$ cat src/rtl/eic_pkg.sv
package eic_pkg;

    // Register byte addresses
    localparam logic [15:0] EXT_CTRL_ADDR = 16'h0018;
    localparam logic [15:0] CAUSE_ADDR = 16'h00c0;
    localparam logic [15:0] MASK_ADDR = 16'h00d0;
    localparam logic [15:0] MODE_ADDR = 16'h00e0;
    localparam logic [15:0] DELAY_ADDR = 16'h00e4;
    localparam logic [15:0] THRESH_ADDR = 16'h00e8;
    localparam logic [15:0] STATUS_ADDR = 16'h00ec;

    // Cause bit positions
    localparam int TX_WRITTEN_BIT = 0;
    localparam int TX_EMPTY_BIT = 1;
    localparam int LINK_BIT = 2;
    localparam int RX_ORDER_BIT = 3;
    localparam int RXLOW_BIT = 4;
    localparam int RX_OVERRUN_BIT = 6;
    localparam int RXT_BIT = 7;
    localparam int MGMT_DONE_BIT = 9;
    localparam int RX_CONFIG_BIT = 10;
    localparam int PHY_BIT = 12;
    localparam logic [31:0] CAUSE_VALID = 32'h000016df;

    // Control fields
    localparam int PHY_EN_BIT = 1;
    localparam int INT_PHY_BIT = 0;
    localparam int SERDES_BIT = 1;
    localparam int TX_DELAY_LSB = 0;
    localparam int RX_DELAY_LSB = 16;
    localparam int STAT_LINK_BIT = 0;
    localparam int STAT_TXTMR_BIT = 1;
    localparam int STAT_RXTMR_BIT = 2;
    localparam int STAT_IRQ_BIT = 3;

    // Reset values
    localparam logic [31:0] CAUSE_RESET = 32'h00000000;
    localparam logic [31:0] MASK_RESET = 32'h00000000;
    localparam logic [31:0] EXT_CTRL_RESET = 32'h00000000;
    localparam logic [31:0] MODE_RESET = 32'h00000000;
    localparam logic [31:0] DELAY_RESET = 32'h00000000;
    localparam logic [31:0] THRESH_RESET = 32'h00000000;

    typedef enum logic [2:0] {
        EIC_SYM_IDLE = 3'h0,
        EIC_SYM_SOF = 3'h1,
        EIC_SYM_DATA = 3'h2,
        EIC_SYM_PAD = 3'h3,
        EIC_SYM_EOF = 3'h4,
        EIC_SYM_FILL = 3'h5
    } eic_sym_type;

    typedef enum logic [3:0] {
        EIC_ST_IDLE = 4'h1,
        EIC_ST_DATA = 4'h2,
        EIC_ST_PAD = 4'h4,
        EIC_ST_END = 4'h8
    } eic_seq_type;

endpackage : eic_pkg

$ cat src/rtl/eic_delay_timer.sv
`timescale 1ns/1ps

// Countdown in clock cycles; a new start re-arms a running count
module eic_delay_timer (
    input wire logic clk_i,
    input wire logic rst_i,
    input wire logic start_i,
    input wire logic [15:0] load_i,
    output logic busy_o,
    output logic expire_o
);

    logic [15:0] count, next_count;
    logic busy, next_busy;
    logic expire, next_expire;

    always_comb begin
        next_count = count;
        next_busy = busy;
        next_expire = 1'b0;
        if (start_i) begin
            next_count = load_i;
            next_busy = 1'b1;
        end else if (busy) begin
            if (count == 16'h0000) begin
                next_busy = 1'b0;
                next_expire = 1'b1;
            end else begin
                next_count = count - 16'h0001;
            end
        end
    end

    always_ff @(posedge clk_i) begin
        if (rst_i) begin
            count <= 16'h0000;
            busy <= 1'b0;
            expire <= 1'b0;
        end else begin
            count <= next_count;
            busy <= next_busy;
            expire <= next_expire;
        end
    end

    assign busy_o = busy;
    assign expire_o = expire;

endmodule : eic_delay_timer

$ cat src/rtl/eic_seq_check.sv
`timescale 1ns/1ps

// Checks receive delimiter order: idle, sof, data*, pad*, eof, fill*, idle
module eic_seq_check (
    input wire logic clk_i,
    input wire logic rst_i,
    input wire logic enable_i,
    input wire logic sym_valid_i,
    input wire eic_pkg::eic_sym_type sym_i,
    output logic error_o
);

    eic_pkg::eic_seq_type state, next_state;
    logic error, next_error;
    logic bad;

    always_comb begin
        next_state = state;
        bad = 1'b0;
        if (sym_valid_i) begin
            case (state)
                eic_pkg::EIC_ST_IDLE: begin
                    if (sym_i == eic_pkg::EIC_SYM_SOF) begin
                        next_state = eic_pkg::EIC_ST_DATA;
                    end else if (sym_i != eic_pkg::EIC_SYM_IDLE) begin
                        bad = 1'b1;
                    end
                end
                eic_pkg::EIC_ST_DATA: begin
                    if (sym_i == eic_pkg::EIC_SYM_PAD) begin
                        next_state = eic_pkg::EIC_ST_PAD;
                    end else if (sym_i == eic_pkg::EIC_SYM_EOF) begin
                        next_state = eic_pkg::EIC_ST_END;
                    end else if (sym_i != eic_pkg::EIC_SYM_DATA) begin
                        bad = 1'b1;
                    end
                end
                eic_pkg::EIC_ST_PAD: begin
                    if (sym_i == eic_pkg::EIC_SYM_EOF) begin
                        next_state = eic_pkg::EIC_ST_END;
                    end else if (sym_i != eic_pkg::EIC_SYM_PAD) begin
                        bad = 1'b1;
                    end
                end
                eic_pkg::EIC_ST_END: begin
                    if (sym_i == eic_pkg::EIC_SYM_IDLE) begin
                        next_state = eic_pkg::EIC_ST_IDLE;
                    end else if (sym_i != eic_pkg::EIC_SYM_FILL) begin
                        bad = 1'b1;
                    end
                end
                default: begin
                    next_state = eic_pkg::EIC_ST_IDLE;
                end
            endcase
            // Resynchronise: a stray start opens a new frame, anything else drops back to the idle state
            if (bad) begin
                next_state = (sym_i == eic_pkg::EIC_SYM_SOF) ? eic_pkg::EIC_ST_DATA
                                                             : eic_pkg::EIC_ST_IDLE;
            end
        end
        if (!enable_i) begin
            next_state = eic_pkg::EIC_ST_IDLE;
        end
        next_error = bad & enable_i;
    end

    always_ff @(posedge clk_i) begin
        if (rst_i) begin
            state <= eic_pkg::EIC_ST_IDLE;
            error <= 1'b0;
        end else begin
            state <= next_state;
            error <= next_error;
        end
    end

    assign error_o = error;

endmodule : eic_seq_check

$ cat src/rtl/eic_cause_logic.sv
`timescale 1ns/1ps

// Notes on behaviour
// RULE1: Events set sticky cause bits until cleared
// RULE2: Enabled set cause bit requests interrupt
// RULE3: Reading cause returns bits, then clears all
// RULE4: Writing ones clears; zeros leave bits
// RULE5: Bit 0 on reported descriptor, delayed optionally
// RULE6: Bit 1 when transmit queue runs empty
// RULE7: Bit 2 on any link status change
// RULE8: Bit 3 on bad delimiter order, serdes
// RULE9: Bit 4 when free descriptors reach threshold
// RULE10: Bit 6 on receive FIFO overrun
// RULE11: Bit 7 on receive timer expiry, flush
// RULE12: Bit 9 when management access completes
// RULE13: Bit 10 on config symbols in serdes
// RULE14: Bit 12 on enabled PHY interrupt
// RULE15: Event in clearing cycle stays set
// RULE16: Interrupt is OR of masked causes
module eic_cause_logic (
    input wire logic clk_i,
    input wire logic rst_i,
    input wire logic wb_cyc_i,
    input wire logic wb_stb_i,
    input wire logic wb_we_i,
    input wire logic [15:0] wb_adr_i,
    input wire logic [3:0] wb_sel_i,
    input wire logic [31:0] wb_dat_i,
    output logic [31:0] wb_dat_o,
    output logic wb_ack_o,
    output logic irq_o,
    input wire logic tx_desc_done_i,
    input wire logic report_status_flag_i,
    input wire logic interrupt_delay_flag_i,
    input wire logic tx_queue_empty_i,
    input wire logic link_up_ext_i,
    input wire logic link_up_int_i,
    input wire logic rx_sym_valid_i,
    input wire eic_pkg::eic_sym_type rx_sym_i,
    input wire logic [15:0] rx_desc_avail_i,
    input wire logic rx_overrun_i,
    input wire logic rx_packet_done_i,
    input wire logic mgmt_access_done_i,
    input wire logic rx_config_symbols_i,
    input wire logic phy_event_i,
    output logic rx_flush_o
);

    logic [31:0] cause, next_cause;
    logic [31:0] mask, next_mask;
    logic [31:0] extended_control, next_extended_control;
    logic [31:0] mode_control, next_mode_control;
    logic [31:0] delay_control, next_delay_control;
    logic [31:0] rx_low_threshold, next_rx_low_threshold;
    logic [31:0] dat, next_dat;
    logic ack, next_ack;
    logic irq, next_irq;
    logic flush, next_flush;
    logic link_prev, next_link_prev;
    logic [15:0] avail_prev, next_avail_prev;

    logic [31:0] events;
    logic [31:0] lane_mask;
    logic [31:0] clear_bits;
    logic [31:0] status_word;
    logic req;
    logic link_now;
    logic serdes_mode;
    logic tx_timer_busy;
    logic tx_timer_expire;
    logic rx_timer_busy;
    logic rx_timer_expire;
    logic seq_error;

    // Byte enables widen to a per-bit write mask
    genvar lane;
    generate
        for (lane = 0; lane < 4; lane++) begin : g_lane
            assign lane_mask[8*lane +: 8] = {8{wb_sel_i[lane]}};
        end
    endgenerate

    assign serdes_mode = mode_control[eic_pkg::SERDES_BIT];

    // Internal PHY mode follows the on-chip link indication
    assign link_now = mode_control[eic_pkg::INT_PHY_BIT] ? link_up_int_i : link_up_ext_i; // see RULE7

    eic_delay_timer u_tx_timer (
        .clk_i(clk_i),
        .rst_i(rst_i),
        .start_i(tx_desc_done_i & report_status_flag_i & interrupt_delay_flag_i), // see RULE5
        .load_i(delay_control[eic_pkg::TX_DELAY_LSB +: 16]),
        .busy_o(tx_timer_busy),
        .expire_o(tx_timer_expire)
    );

    // Every finished packet restarts the packing window
    eic_delay_timer u_rx_timer (
        .clk_i(clk_i),
        .rst_i(rst_i),
        .start_i(rx_packet_done_i),
        .load_i(delay_control[eic_pkg::RX_DELAY_LSB +: 16]),
        .busy_o(rx_timer_busy),
        .expire_o(rx_timer_expire)
    );

    eic_seq_check u_seq_check (
        .clk_i(clk_i),
        .rst_i(rst_i),
        .enable_i(serdes_mode),
        .sym_valid_i(rx_sym_valid_i),
        .sym_i(rx_sym_i),
        .error_o(seq_error) // see RULE8
    );

    // Event detection
    always_comb begin
        events = 32'h00000000;
        events[eic_pkg::TX_WRITTEN_BIT] = (tx_desc_done_i & report_status_flag_i
                                     & ~interrupt_delay_flag_i)
                                    | tx_timer_expire; // see RULE5
        events[eic_pkg::TX_EMPTY_BIT] = tx_queue_empty_i; // see RULE6
        events[eic_pkg::LINK_BIT] = link_now ^ link_prev; // see RULE7
        events[eic_pkg::RX_ORDER_BIT] = seq_error; // see RULE8
        // Only the falling crossing counts, so a low level does not retrigger
        events[eic_pkg::RXLOW_BIT] = (rx_desc_avail_i <= rx_low_threshold[15:0])
                                     && (avail_prev > rx_low_threshold[15:0]); // see RULE9
        events[eic_pkg::RX_OVERRUN_BIT] = rx_overrun_i; // see RULE10
        events[eic_pkg::RXT_BIT] = rx_timer_expire; // see RULE11
        events[eic_pkg::MGMT_DONE_BIT] = mgmt_access_done_i; // see RULE12
        events[eic_pkg::RX_CONFIG_BIT] = rx_config_symbols_i & serdes_mode; // see RULE13
        events[eic_pkg::PHY_BIT] = phy_event_i
                                   & extended_control[eic_pkg::PHY_EN_BIT]; // see RULE14
        events = events & eic_pkg::CAUSE_VALID;
        next_link_prev = link_now;
        next_avail_prev = rx_desc_avail_i;
    end

    always_ff @(posedge clk_i) begin
        if (rst_i) begin
            link_prev <= 1'b0;
            avail_prev <= 16'h0000;
        end else begin
            link_prev <= next_link_prev;
            avail_prev <= next_avail_prev;
        end
    end

    // Register file and bus slave
    always_comb begin
        req = wb_cyc_i & wb_stb_i & ~ack;
        next_ack = req;
        next_dat = 32'h00000000;
        next_mask = mask;
        next_extended_control = extended_control;
        next_mode_control = mode_control;
        next_delay_control = delay_control;
        next_rx_low_threshold = rx_low_threshold;
        clear_bits = 32'h00000000;

        status_word = 32'h00000000;
        status_word[eic_pkg::STAT_LINK_BIT] = link_now;
        status_word[eic_pkg::STAT_TXTMR_BIT] = tx_timer_busy;
        status_word[eic_pkg::STAT_RXTMR_BIT] = rx_timer_busy;
        status_word[eic_pkg::STAT_IRQ_BIT] = irq;

        if (req && wb_we_i) begin
            case (wb_adr_i)
                eic_pkg::CAUSE_ADDR: begin
                    clear_bits = wb_dat_i & lane_mask; // see RULE4
                end
                eic_pkg::MASK_ADDR: begin
                    next_mask = ((mask & ~lane_mask) | (wb_dat_i & lane_mask))
                                & eic_pkg::CAUSE_VALID;
                end
                eic_pkg::EXT_CTRL_ADDR: begin
                    next_extended_control = (extended_control & ~lane_mask)
                                            | (wb_dat_i & lane_mask);
                end
                eic_pkg::MODE_ADDR: begin
                    next_mode_control = (mode_control & ~lane_mask)
                                        | (wb_dat_i & lane_mask);
                end
                eic_pkg::DELAY_ADDR: begin
                    next_delay_control = (delay_control & ~lane_mask)
                                         | (wb_dat_i & lane_mask);
                end
                eic_pkg::THRESH_ADDR: begin
                    next_rx_low_threshold = (rx_low_threshold & ~lane_mask)
                                            | (wb_dat_i & lane_mask);
                end
                default: begin
                    clear_bits = 32'h00000000;
                end
            endcase
        end else if (req) begin
            case (wb_adr_i)
                eic_pkg::CAUSE_ADDR: begin
                    next_dat = cause;
                    clear_bits = 32'hffffffff; // see RULE3
                end
                eic_pkg::MASK_ADDR: begin
                    next_dat = mask;
                end
                eic_pkg::EXT_CTRL_ADDR: begin
                    next_dat = extended_control;
                end
                eic_pkg::MODE_ADDR: begin
                    next_dat = mode_control;
                end
                eic_pkg::DELAY_ADDR: begin
                    next_dat = delay_control;
                end
                eic_pkg::THRESH_ADDR: begin
                    next_dat = rx_low_threshold;
                end
                eic_pkg::STATUS_ADDR: begin
                    next_dat = status_word;
                end
                default: begin
                    next_dat = 32'h00000000;
                end
            endcase
        end

        // New events are ORed after the clear so none is lost
        next_cause = (cause & ~clear_bits) | events; // see RULE1 see RULE15
        next_irq = |(next_cause & next_mask); // see RULE2 see RULE16
        next_flush = rx_timer_expire; // see RULE11
    end

    always_ff @(posedge clk_i) begin
        if (rst_i) begin
            cause <= eic_pkg::CAUSE_RESET;
            mask <= eic_pkg::MASK_RESET;
            extended_control <= eic_pkg::EXT_CTRL_RESET;
            mode_control <= eic_pkg::MODE_RESET;
            delay_control <= eic_pkg::DELAY_RESET;
            rx_low_threshold <= eic_pkg::THRESH_RESET;
            dat <= 32'h00000000;
            ack <= 1'b0;
            irq <= 1'b0;
            flush <= 1'b0;
        end else begin
            cause <= next_cause;
            mask <= next_mask;
            extended_control <= next_extended_control;
            mode_control <= next_mode_control;
            delay_control <= next_delay_control;
            rx_low_threshold <= next_rx_low_threshold;
            dat <= next_dat;
            ack <= next_ack;
            irq <= next_irq;
            flush <= next_flush;
        end
    end

    assign wb_dat_o = dat;
    assign wb_ack_o = ack;
    assign irq_o = irq;
    assign rx_flush_o = flush;

endmodule : eic_cause_logic

$ cat config.mk
export PLATFORM = sky130hd
export DESIGN_NAME = eic_cause_logic
export DESIGN_NICKNAME = d
export VERILOG_FILES = /design/src/rtl/eic_pkg.sv /design/src/rtl/eic_delay_timer.sv /design/src/rtl/eic_seq_check.sv /design/src/rtl/eic_cause_logic.sv
export SDC_FILE = /design/constraint.sdc
export NUM_CORES = 1
export LEC_CHECK = 0
export BUFFER_PORTS_ARGS = -buffer_cell sky130_fd_sc_hd__buf_4
export CORE_ASPECT_RATIO = 1.25
export CORE_MARGIN = 3
export CORE_UTILIZATION = 50
export CTS_CLUSTER_DIAMETER = 120
export DETAILED_ROUTE_END_ITERATION = 12
export MAX_ROUTING_LAYER = met4
export PLACE_DENSITY_LB_ADDON = 0.3
export SLEW_MARGIN = 20
export SYNTH_ARGS = -nofsm -noshare
export SYNTH_HDL_FRONTEND = slang
export SYNTH_SLANG_ARGS = --single-unit
$ cat constraint.sdc
create_clock -name clk_i -period 5.05 [get_ports clk_i]
set_clock_uncertainty 0.2 [all_clocks]
set_input_delay 0.505 -clock clk_i [delete_from_list [all_inputs] [get_ports clk_i]]
set_output_delay 0.505 -clock clk_i [all_outputs]
set_load 0.02 [all_outputs]
==> results of run 1 <==
-- area by class of cell --
class | instances | area share, %
multi-input combinational | 1115 | 43.9
sequential | 285 | 37.7
timing repair buffer | 161 | 8.27
clock buffer | 42 | 5.52
tap | 330 | 2.73
clock inverter | 10 | 1.06
inverter | 32 | 0.795
-- where the power goes --
part           switching [W]  internal, W  leakage, nW
Clock               0.000891      0.00135        0.486
Sequential         0.0000231      0.00228         2.30
Combinational       0.000211     0.000144         2.82
Total                0.00113      0.00377         5.61
-- per-layer routing --
metal | wire (um) | vias to the layer above
met5 | 0 | -
met4 | 2100 | 0
met1 | 15100 | 5638
met3 | 2530 | 137
li1 | - | 5629
met2 | 19200 | 495
-- what timing repair did --
action / in CTS / in global routing
hold buffers: 15 / 0
gates resized for setup: 0 / 0
hold endpoints to repair: 15 / 0
-- cell families (layout without fill, tap and decap cells) --
logic type | after synthesis | count (layout) | share of synthesized area [%]
flip-flops | 285 | 285 | 44.7
multiplexers | 62 | 62 | 5.17
buffers and inverters | 120 | 245 | 3.63
XOR/XNOR | 28 | 28 | 1.92
AND/OR/NAND/NOR | 588 | 588 | 21.6
AO/OA/AOI/OAI | 403 | 403 | 19.7
adder cells (fa/ha/maj) | 34 | 34 | 3.33
-- Yosys cell counts (3+ instances only) --
cell	number	area share (%)
dfxtp_1	285	45
nand2_1	278	8.2
a21oi_1	189	7.4
nor2_1	99	2.9
clkbuf_1	73	2.1
o21ai_0	55	2.2
nand3_1	50	2.0
a22oi_1	37	2.2
ha_1	34	3.3
inv_1	32	0.94
mux2_2	32	2.8
mux2i_1	30	2.4
a222oi_1	29	2.3
and2_1	28	1.4
a31oi_1	27	1.3
nor2b_1	24	1.2
and3_1	19	0.93
nor3_1	15	0.59
nor4_1	15	0.73
xnor2_1	15	1.0
xor2_1	13	0.89
buf_2	11	0.43
nand4_1	11	0.54
a21boi_0	9	0.53
nand2b_1	8	0.39
a21o_1	7	0.41
a211oi_1	6	0.35
o211ai_1	5	0.29
o21a_1	5	0.29
or4_1	5	0.29
and4_1	4	0.27
buf_1	4	0.12
nand3b_1	4	0.24
nor2_2	4	0.20
o2111ai_1	4	0.27
or2_2	4	0.20
a22o_1	3	0.21
nand4bb_1	3	0.26
o311ai_1	3	0.21
o31a_1	3	0.21
o31ai_1	3	0.18
-- cells in the final DEF, fill, tap and decap left out, types with 7 or more instances in the layout --
cell,synthesis,final
dfxtp_1,285,285
nand2_1,278,278
a21oi_1,189,189
buf_4,0,145
nor2_1,99,97
o21ai_0,55,55
nand3_1,50,50
a22oi_1,37,37
ha_1,34,34
inv_1,32,32
mux2_2,32,32
mux2i_1,30,30
a222oi_1,29,29
clkbuf_16,0,29
and2_1,28,28
a31oi_1,27,27
nor2b_1,24,23
and3_1,19,19
nor4_1,15,15
xnor2_1,15,15
dlygate4sd3_1,0,15
nor3_1,15,14
xor2_1,13,13
nand4_1,11,11
a21boi_0,9,9
nand2b_1,8,8
a21o_1,7,7
clkbuf_1,73,7
-- through the flow --
step	hold slack [ps]	worst slack, ps	area [um2]	utilization [%]	power, W
CTS	1.61	1840	15100	60.9	0.00491
global placement	239	1320	14000	56.3	0.00268
floorplan	207	2010	12800	-	0.00254
detailed placement	244	1290	14000	56.3	0.00269
global route	20.1	1530	15100	60.9	0.00504
finish	7.68	1750	15100	60.9	0.00489
-- path summary, 6_finish.rpt --
path | start | to | cells past startpoint
worst max-delay path | wb_adr_i[1] | flop | 9
worst min-delay path | rx_desc_avail_i[13] | avail_prev[13] | 2
worst max register to register | wb_ack_o | irq_o | 8
worst min register to register | flop | flop | 2
-- worst reg2reg max path, cell delays in order, from the launching register on --
cell,delay (ps)
dfxtp_1,320
and4b_1,240
buf_4,180
nand2_1,370
nor3_4,490
mux2i_1,290
o22ai_1,180
o41ai_2,380
o311ai_1,140
==> implementation parameters, run 1 <==
Parameter                              Value

Critical path
  Worst Setup End Kind    flop
  Top cell by count, worst path    buf_4
  Stage delay of the slowest cell on the critical path    560 ps
  Data required time of the worst path    5320 ps
  CP max stage cell    or4_4
  Reg2reg setup slack    2120 ps
  Worst setup path class    primary input to flop
  Startpoint Class    primary input
  Highest fanout seen on the critical path    29
  CP delay by family, top    simple AND/OR/NAND/NOR gates
  Series of cell instances along the critical path    buf_4 -> or4_4 -> nor4_4 -> buf_4 -> and4_1 -> nand3b_1 -> nor2_1 -> nand2_1 -> a21oi_1
  CP Data Arrival Time    3570 ps
  Buf/Inv on CP    2

Job
  # Max-Cap Violations    0

Floorplanning
  I/O pins    123
  Effective utilization at floorplan    51.5%
  Area enclosed by the die boundary    27500 um2
  Die extent in y    185 um
  Placement Rows    64
  Area of the core region    24800 um2
  Die width    149 um

Synth
  Number of warnings printed during yosys synthesis    0
  Synthesized instance count    1520
  Average cell area after synthesis    8.40 um2
  Count of flip-flops with a built-in enable after synthesis    0
  Predominant post-synthesis flop cell    dfxtp_1
  Share of synthesized flip-flops with an asynchronous set or reset    0%
  Flops & latches, synth    285
  Syn Nets    1642
  Sequential area share after synthesis    44.7%
  Netlist area before placement    12800 um2
  Yosys cell types    70

Placed design
  GPL Wtd Cong    0.938
  Post-detailed-placement half-perimeter wirelength    27.4 mm
  Number of port buffers    122
  Post-placement cell count    1908

Clocking
  Clock-pin slew on the worst setup and hold paths    60 ps
  Clock root cell    clkbuf_16
  Clock buffer depth    3
  Total clock buffers created by CTS    29
  Source-to-sink clock delay at the later pin of the worst-skew pair    560 ps
  Clock tree from TritonCTS    built
  Post-CTS setup repair buffer count    0
  Number of sinks handled by clock tree synthesis    285
  CTS H-tree lvls    1

Timing
  Hold Violations, Final    0
  Worst slew margin relative to its limit    33.4%
  Accumulated negative setup slack    0 ps
  Count of final setup violators    0
  Post-layout min period    3300 ps
  RSZ-0062 raised after global routing    no
  Slew of the pin with the lowest slew margin    1000 ps
  Count of pins over their slew limit    0
  Timing-limited maximum frequency    303 MHz
  Part of the cycle the worst path needs    65.3%

Routing
  Number of iterations in the first detailed-routing pass    7
  Via density per instance    6.02
  Total via count in the routed design    11899
  Total detailed-routing wirelength    39.0 mm
  Count of routing violations after the opening detailed-route iteration    898
  WL per Instance    19.7 um
  Remaining antenna violation count    0
  Post-route DRC    0

Global route
  Wire length of the first global-routing pass    61.4 mm
  M3 GR Usage    3.59%
  Antenna violations before repair    0
  Pin count of the biggest net entering global routing    124
  GR Layer Usage met2    48.4%
  Via count of the first global-routing pass    11672
  Met1 capacity usage during global routing    33.1%
  Overflow left after global routing    0
  Layer with the highest usage    met2
  Total global-route track usage    28.3%

Finish
  Storage element area    5710 um2
  Fillers    2202
  Footprint of the multi-input gates    6630 um2
  Area added between synthesis and finish    18.3%
  Layout cell share with drive strength beyond 1    15.1%
  Diode insertion count for antenna repair    0
  NumNets Final    1746
  Final cell count without fillers    1975

Power
  IR drop worst, VDD    254 uV
  Leakage power of the design    5.61 nW
  Power per unit of standard cell area    324 nW/um2

Run status
  Outcome    complete, no violations

Min path
  Hold Path Class    primary input to flop
(Power assumes the default switching activity.)
==> run 2, diff against run 1 <==
Clock period 5.05 ns to 3.2 ns, I/O delays scaled along.
==> implementation parameters, run 2 (synthesized netlist as in run 1, its figures left out) <==
Parameter                              Value

Clocking
  Total clock buffers created by CTS    29
  Resized cells post-CTS    0
  CTS H-tree lvls    1
  Clock root cell    clkbuf_16
  Number of sinks handled by clock tree synthesis    285
  Post-CTS setup repair buffer count    0
  Clock buffer depth    3
  Clock tree from TritonCTS    built
  Source-to-sink clock delay at the later pin of the worst-skew pair    550 ps
  Clock-pin slew on the worst setup and hold paths    60 ps

Placed design
  GPL Wtd Cong    0.965
  Number of port buffers    122
  Post-detailed-placement half-perimeter wirelength    27.5 mm
  Place WS    77.8 ps

Floorplanning
  Placement Rows    64
  I/O pins    123
  Die width    149 um
  Area of the core region    24800 um2
  Die extent in y    185 um
  Effective utilization at floorplan    51.5%
  Area enclosed by the die boundary    27500 um2

Power
  Share of power burned in registers    46.5%
  IR drop worst, VDD    440 uV
  Power per unit of standard cell area    492 nW/um2
  Sw Share    23.5%
  Leakage power of the design    5.99 nW
  Clock power share    45.6%
  Combinational group share of total power    7.9%
  Sw power    0.00183 W
  Cell-internal power    0.00597 W

Timing
  Slack of the critical path    462 ps
  Worst slew margin relative to its limit    31.9%
  Accumulated negative setup slack    0 ps
  Count of pins over their slew limit    0
  Count of final setup violators    0
  Timing-limited maximum frequency    365 MHz
  RSZ-0062 raised after global routing    no
  Hold Violations, Final    0
  Slew of the pin with the lowest slew margin    1020 ps
  Part of the cycle the worst path needs    85.6%
  Post-layout min period    2740 ps

Critical path
  Worst setup path class    flop to flop
  Series of cell instances along the critical path    and4b_1 -> nand2_1 -> nor3_2 -> mux2i_1 -> o2111ai_1 -> o41ai_2 -> o311ai_1
  Launch instance of the worst register-to-register path    wb_ack_o
  Worst Setup End Kind    flop
  Highest fanout seen on the critical path    7
  Stage delay of the slowest cell on the critical path    570 ps
  Buf/Inv on CP    0
  CP Data Arrival Time    2940 ps
  Data required time of the worst path    3400 ps
  Reg2reg setup slack    460 ps
  Worst R2R Path Depth    7
  CP delay by family, top    simple AND/OR/NAND/NOR gates
  CP max stage cell    and4b_1
  End of the worst register-to-register path    irq_o
  Startpoint Class    flop

Job
  # Max-Cap Violations    0

Finish
  Top library cells by usage in the layout, fill and taps aside    dfxtp_1, nand2_1, a21oi_1, buf_4, nor2_1
  Layout cell share with drive strength beyond 1    16.8%
  Most common library cell in the layout ignoring fill and taps    dfxtp_1
  Diode insertion count for antenna repair    0
  Area added between synthesis and finish    24.2%
  Post-layout util    63.9%
  NumNets Final    1822

Global route
  Overflow left after global routing    0
  Pin count of the biggest net entering global routing    193
  Wire length of the first global-routing pass    61.4 mm
  Antenna violations before repair    0
  Via count of the first global-routing pass    11929
  Total global-route track usage    28.2%

Run status
  Outcome    complete, no violations

Routing
  Via density per instance    5.92
  Number of iterations in the first detailed-routing pass    6
  WL per Instance    19.0 um
  Remaining antenna violation count    0
  Count of routing violations after the opening detailed-route iteration    945
  Post-route DRC    0
  Total via count in the routed design    12152
  Total detailed-routing wirelength    39.1 mm

Min path
  Worst Min Path Start    interrupt_delay_flag_i
  Worst hold stages    4
  Hold Path Class    primary input to flop
  End point of the most critical hold path    cause[0]
run 2: cell types whose count changed in the layout (fill, tap and decap cells not counted):
cell / delta
buf_12: +5
buf_4: +30
clkbuf_1: -4
clkbuf_8: -1
clkinv_2: +4
clkinv_4: +3
dlygate4sd3_1: +41
run 2: final cells by class:
class	instances	area (um2)
inverter	32	120
clock inverter	17	206
tap	330	413
timing repair buffer	237	1990
clock buffer	37	806
multi-input combinational	1115	6630
fill	2133	8960
sequential	285	5710
run 2: tightest hold or removal path, stage by stage:
cell      delay [ps]
buf_4             80
o21bai_1         140
nor2_1           130
nor2_1            40
run 2: power by group through the flow:
stage          sequential (W)  clock, W  combinational, W
3_5_place_dp          0.00371         0          0.000551
4_1_cts               0.00363   0.00359          0.000611
2_1_floorplan         0.00370         0          0.000314
5_1_grt               0.00363   0.00373          0.000671
6_report              0.00363   0.00356          0.000617
3_3_place_gp          0.00370         0          0.000540
run 2: how the worst max path moves through the flow:
stage	startpoint	endpoint	slack, ps	cells after the start
final	wb_ack_o	irq_o	460	7
after global routing	u_seq_check.state[0]	u_seq_check.state[0]	290	7
after CTS	wb_ack_o	irq_o	500	7
after detailed placement	wb_adr_i[1]	irq_o	80	9
after global placement	wb_adr_i[1]	irq_o	130	9
after floorplan	wb_adr_i[1]	irq_o	350	8
run 2: through the flow:
step,instances,cell area [um2],power [W],hold WS [ps]
5_1_grt,2053,15900,0.00803,44.5
2_1_floorplan,1520,12800,0.00401,207
3_5_place_dp,1943,14300,0.00426,244
6_report,2053,15900,0.00781,5.78
3_3_place_gp,1943,14300,0.00424,239
4_1_cts,2053,15900,0.00782,0.607
run 2: routing by layer:
| metal | global-route usage (%) | vias to the layer above | part of all wire, % |
|---|---|---|---|
| met4 | 12.2 | 0 | 4.7 |
| li1 | - | 5776 | - |
| met5 | - | - | 0 |
| met1 | 32.3 | 5729 | 38 |
| met3 | 2.78 | 127 | 6.1 |
| met2 | 50.0 | 520 | 51 |
run 2: timing repair:
action / 4_1_cts / 5_1_grt
hold endpoints to repair: 159 / 0
endpoints found under the setup margin: 0 / 0
hold buffers: 56 / 0
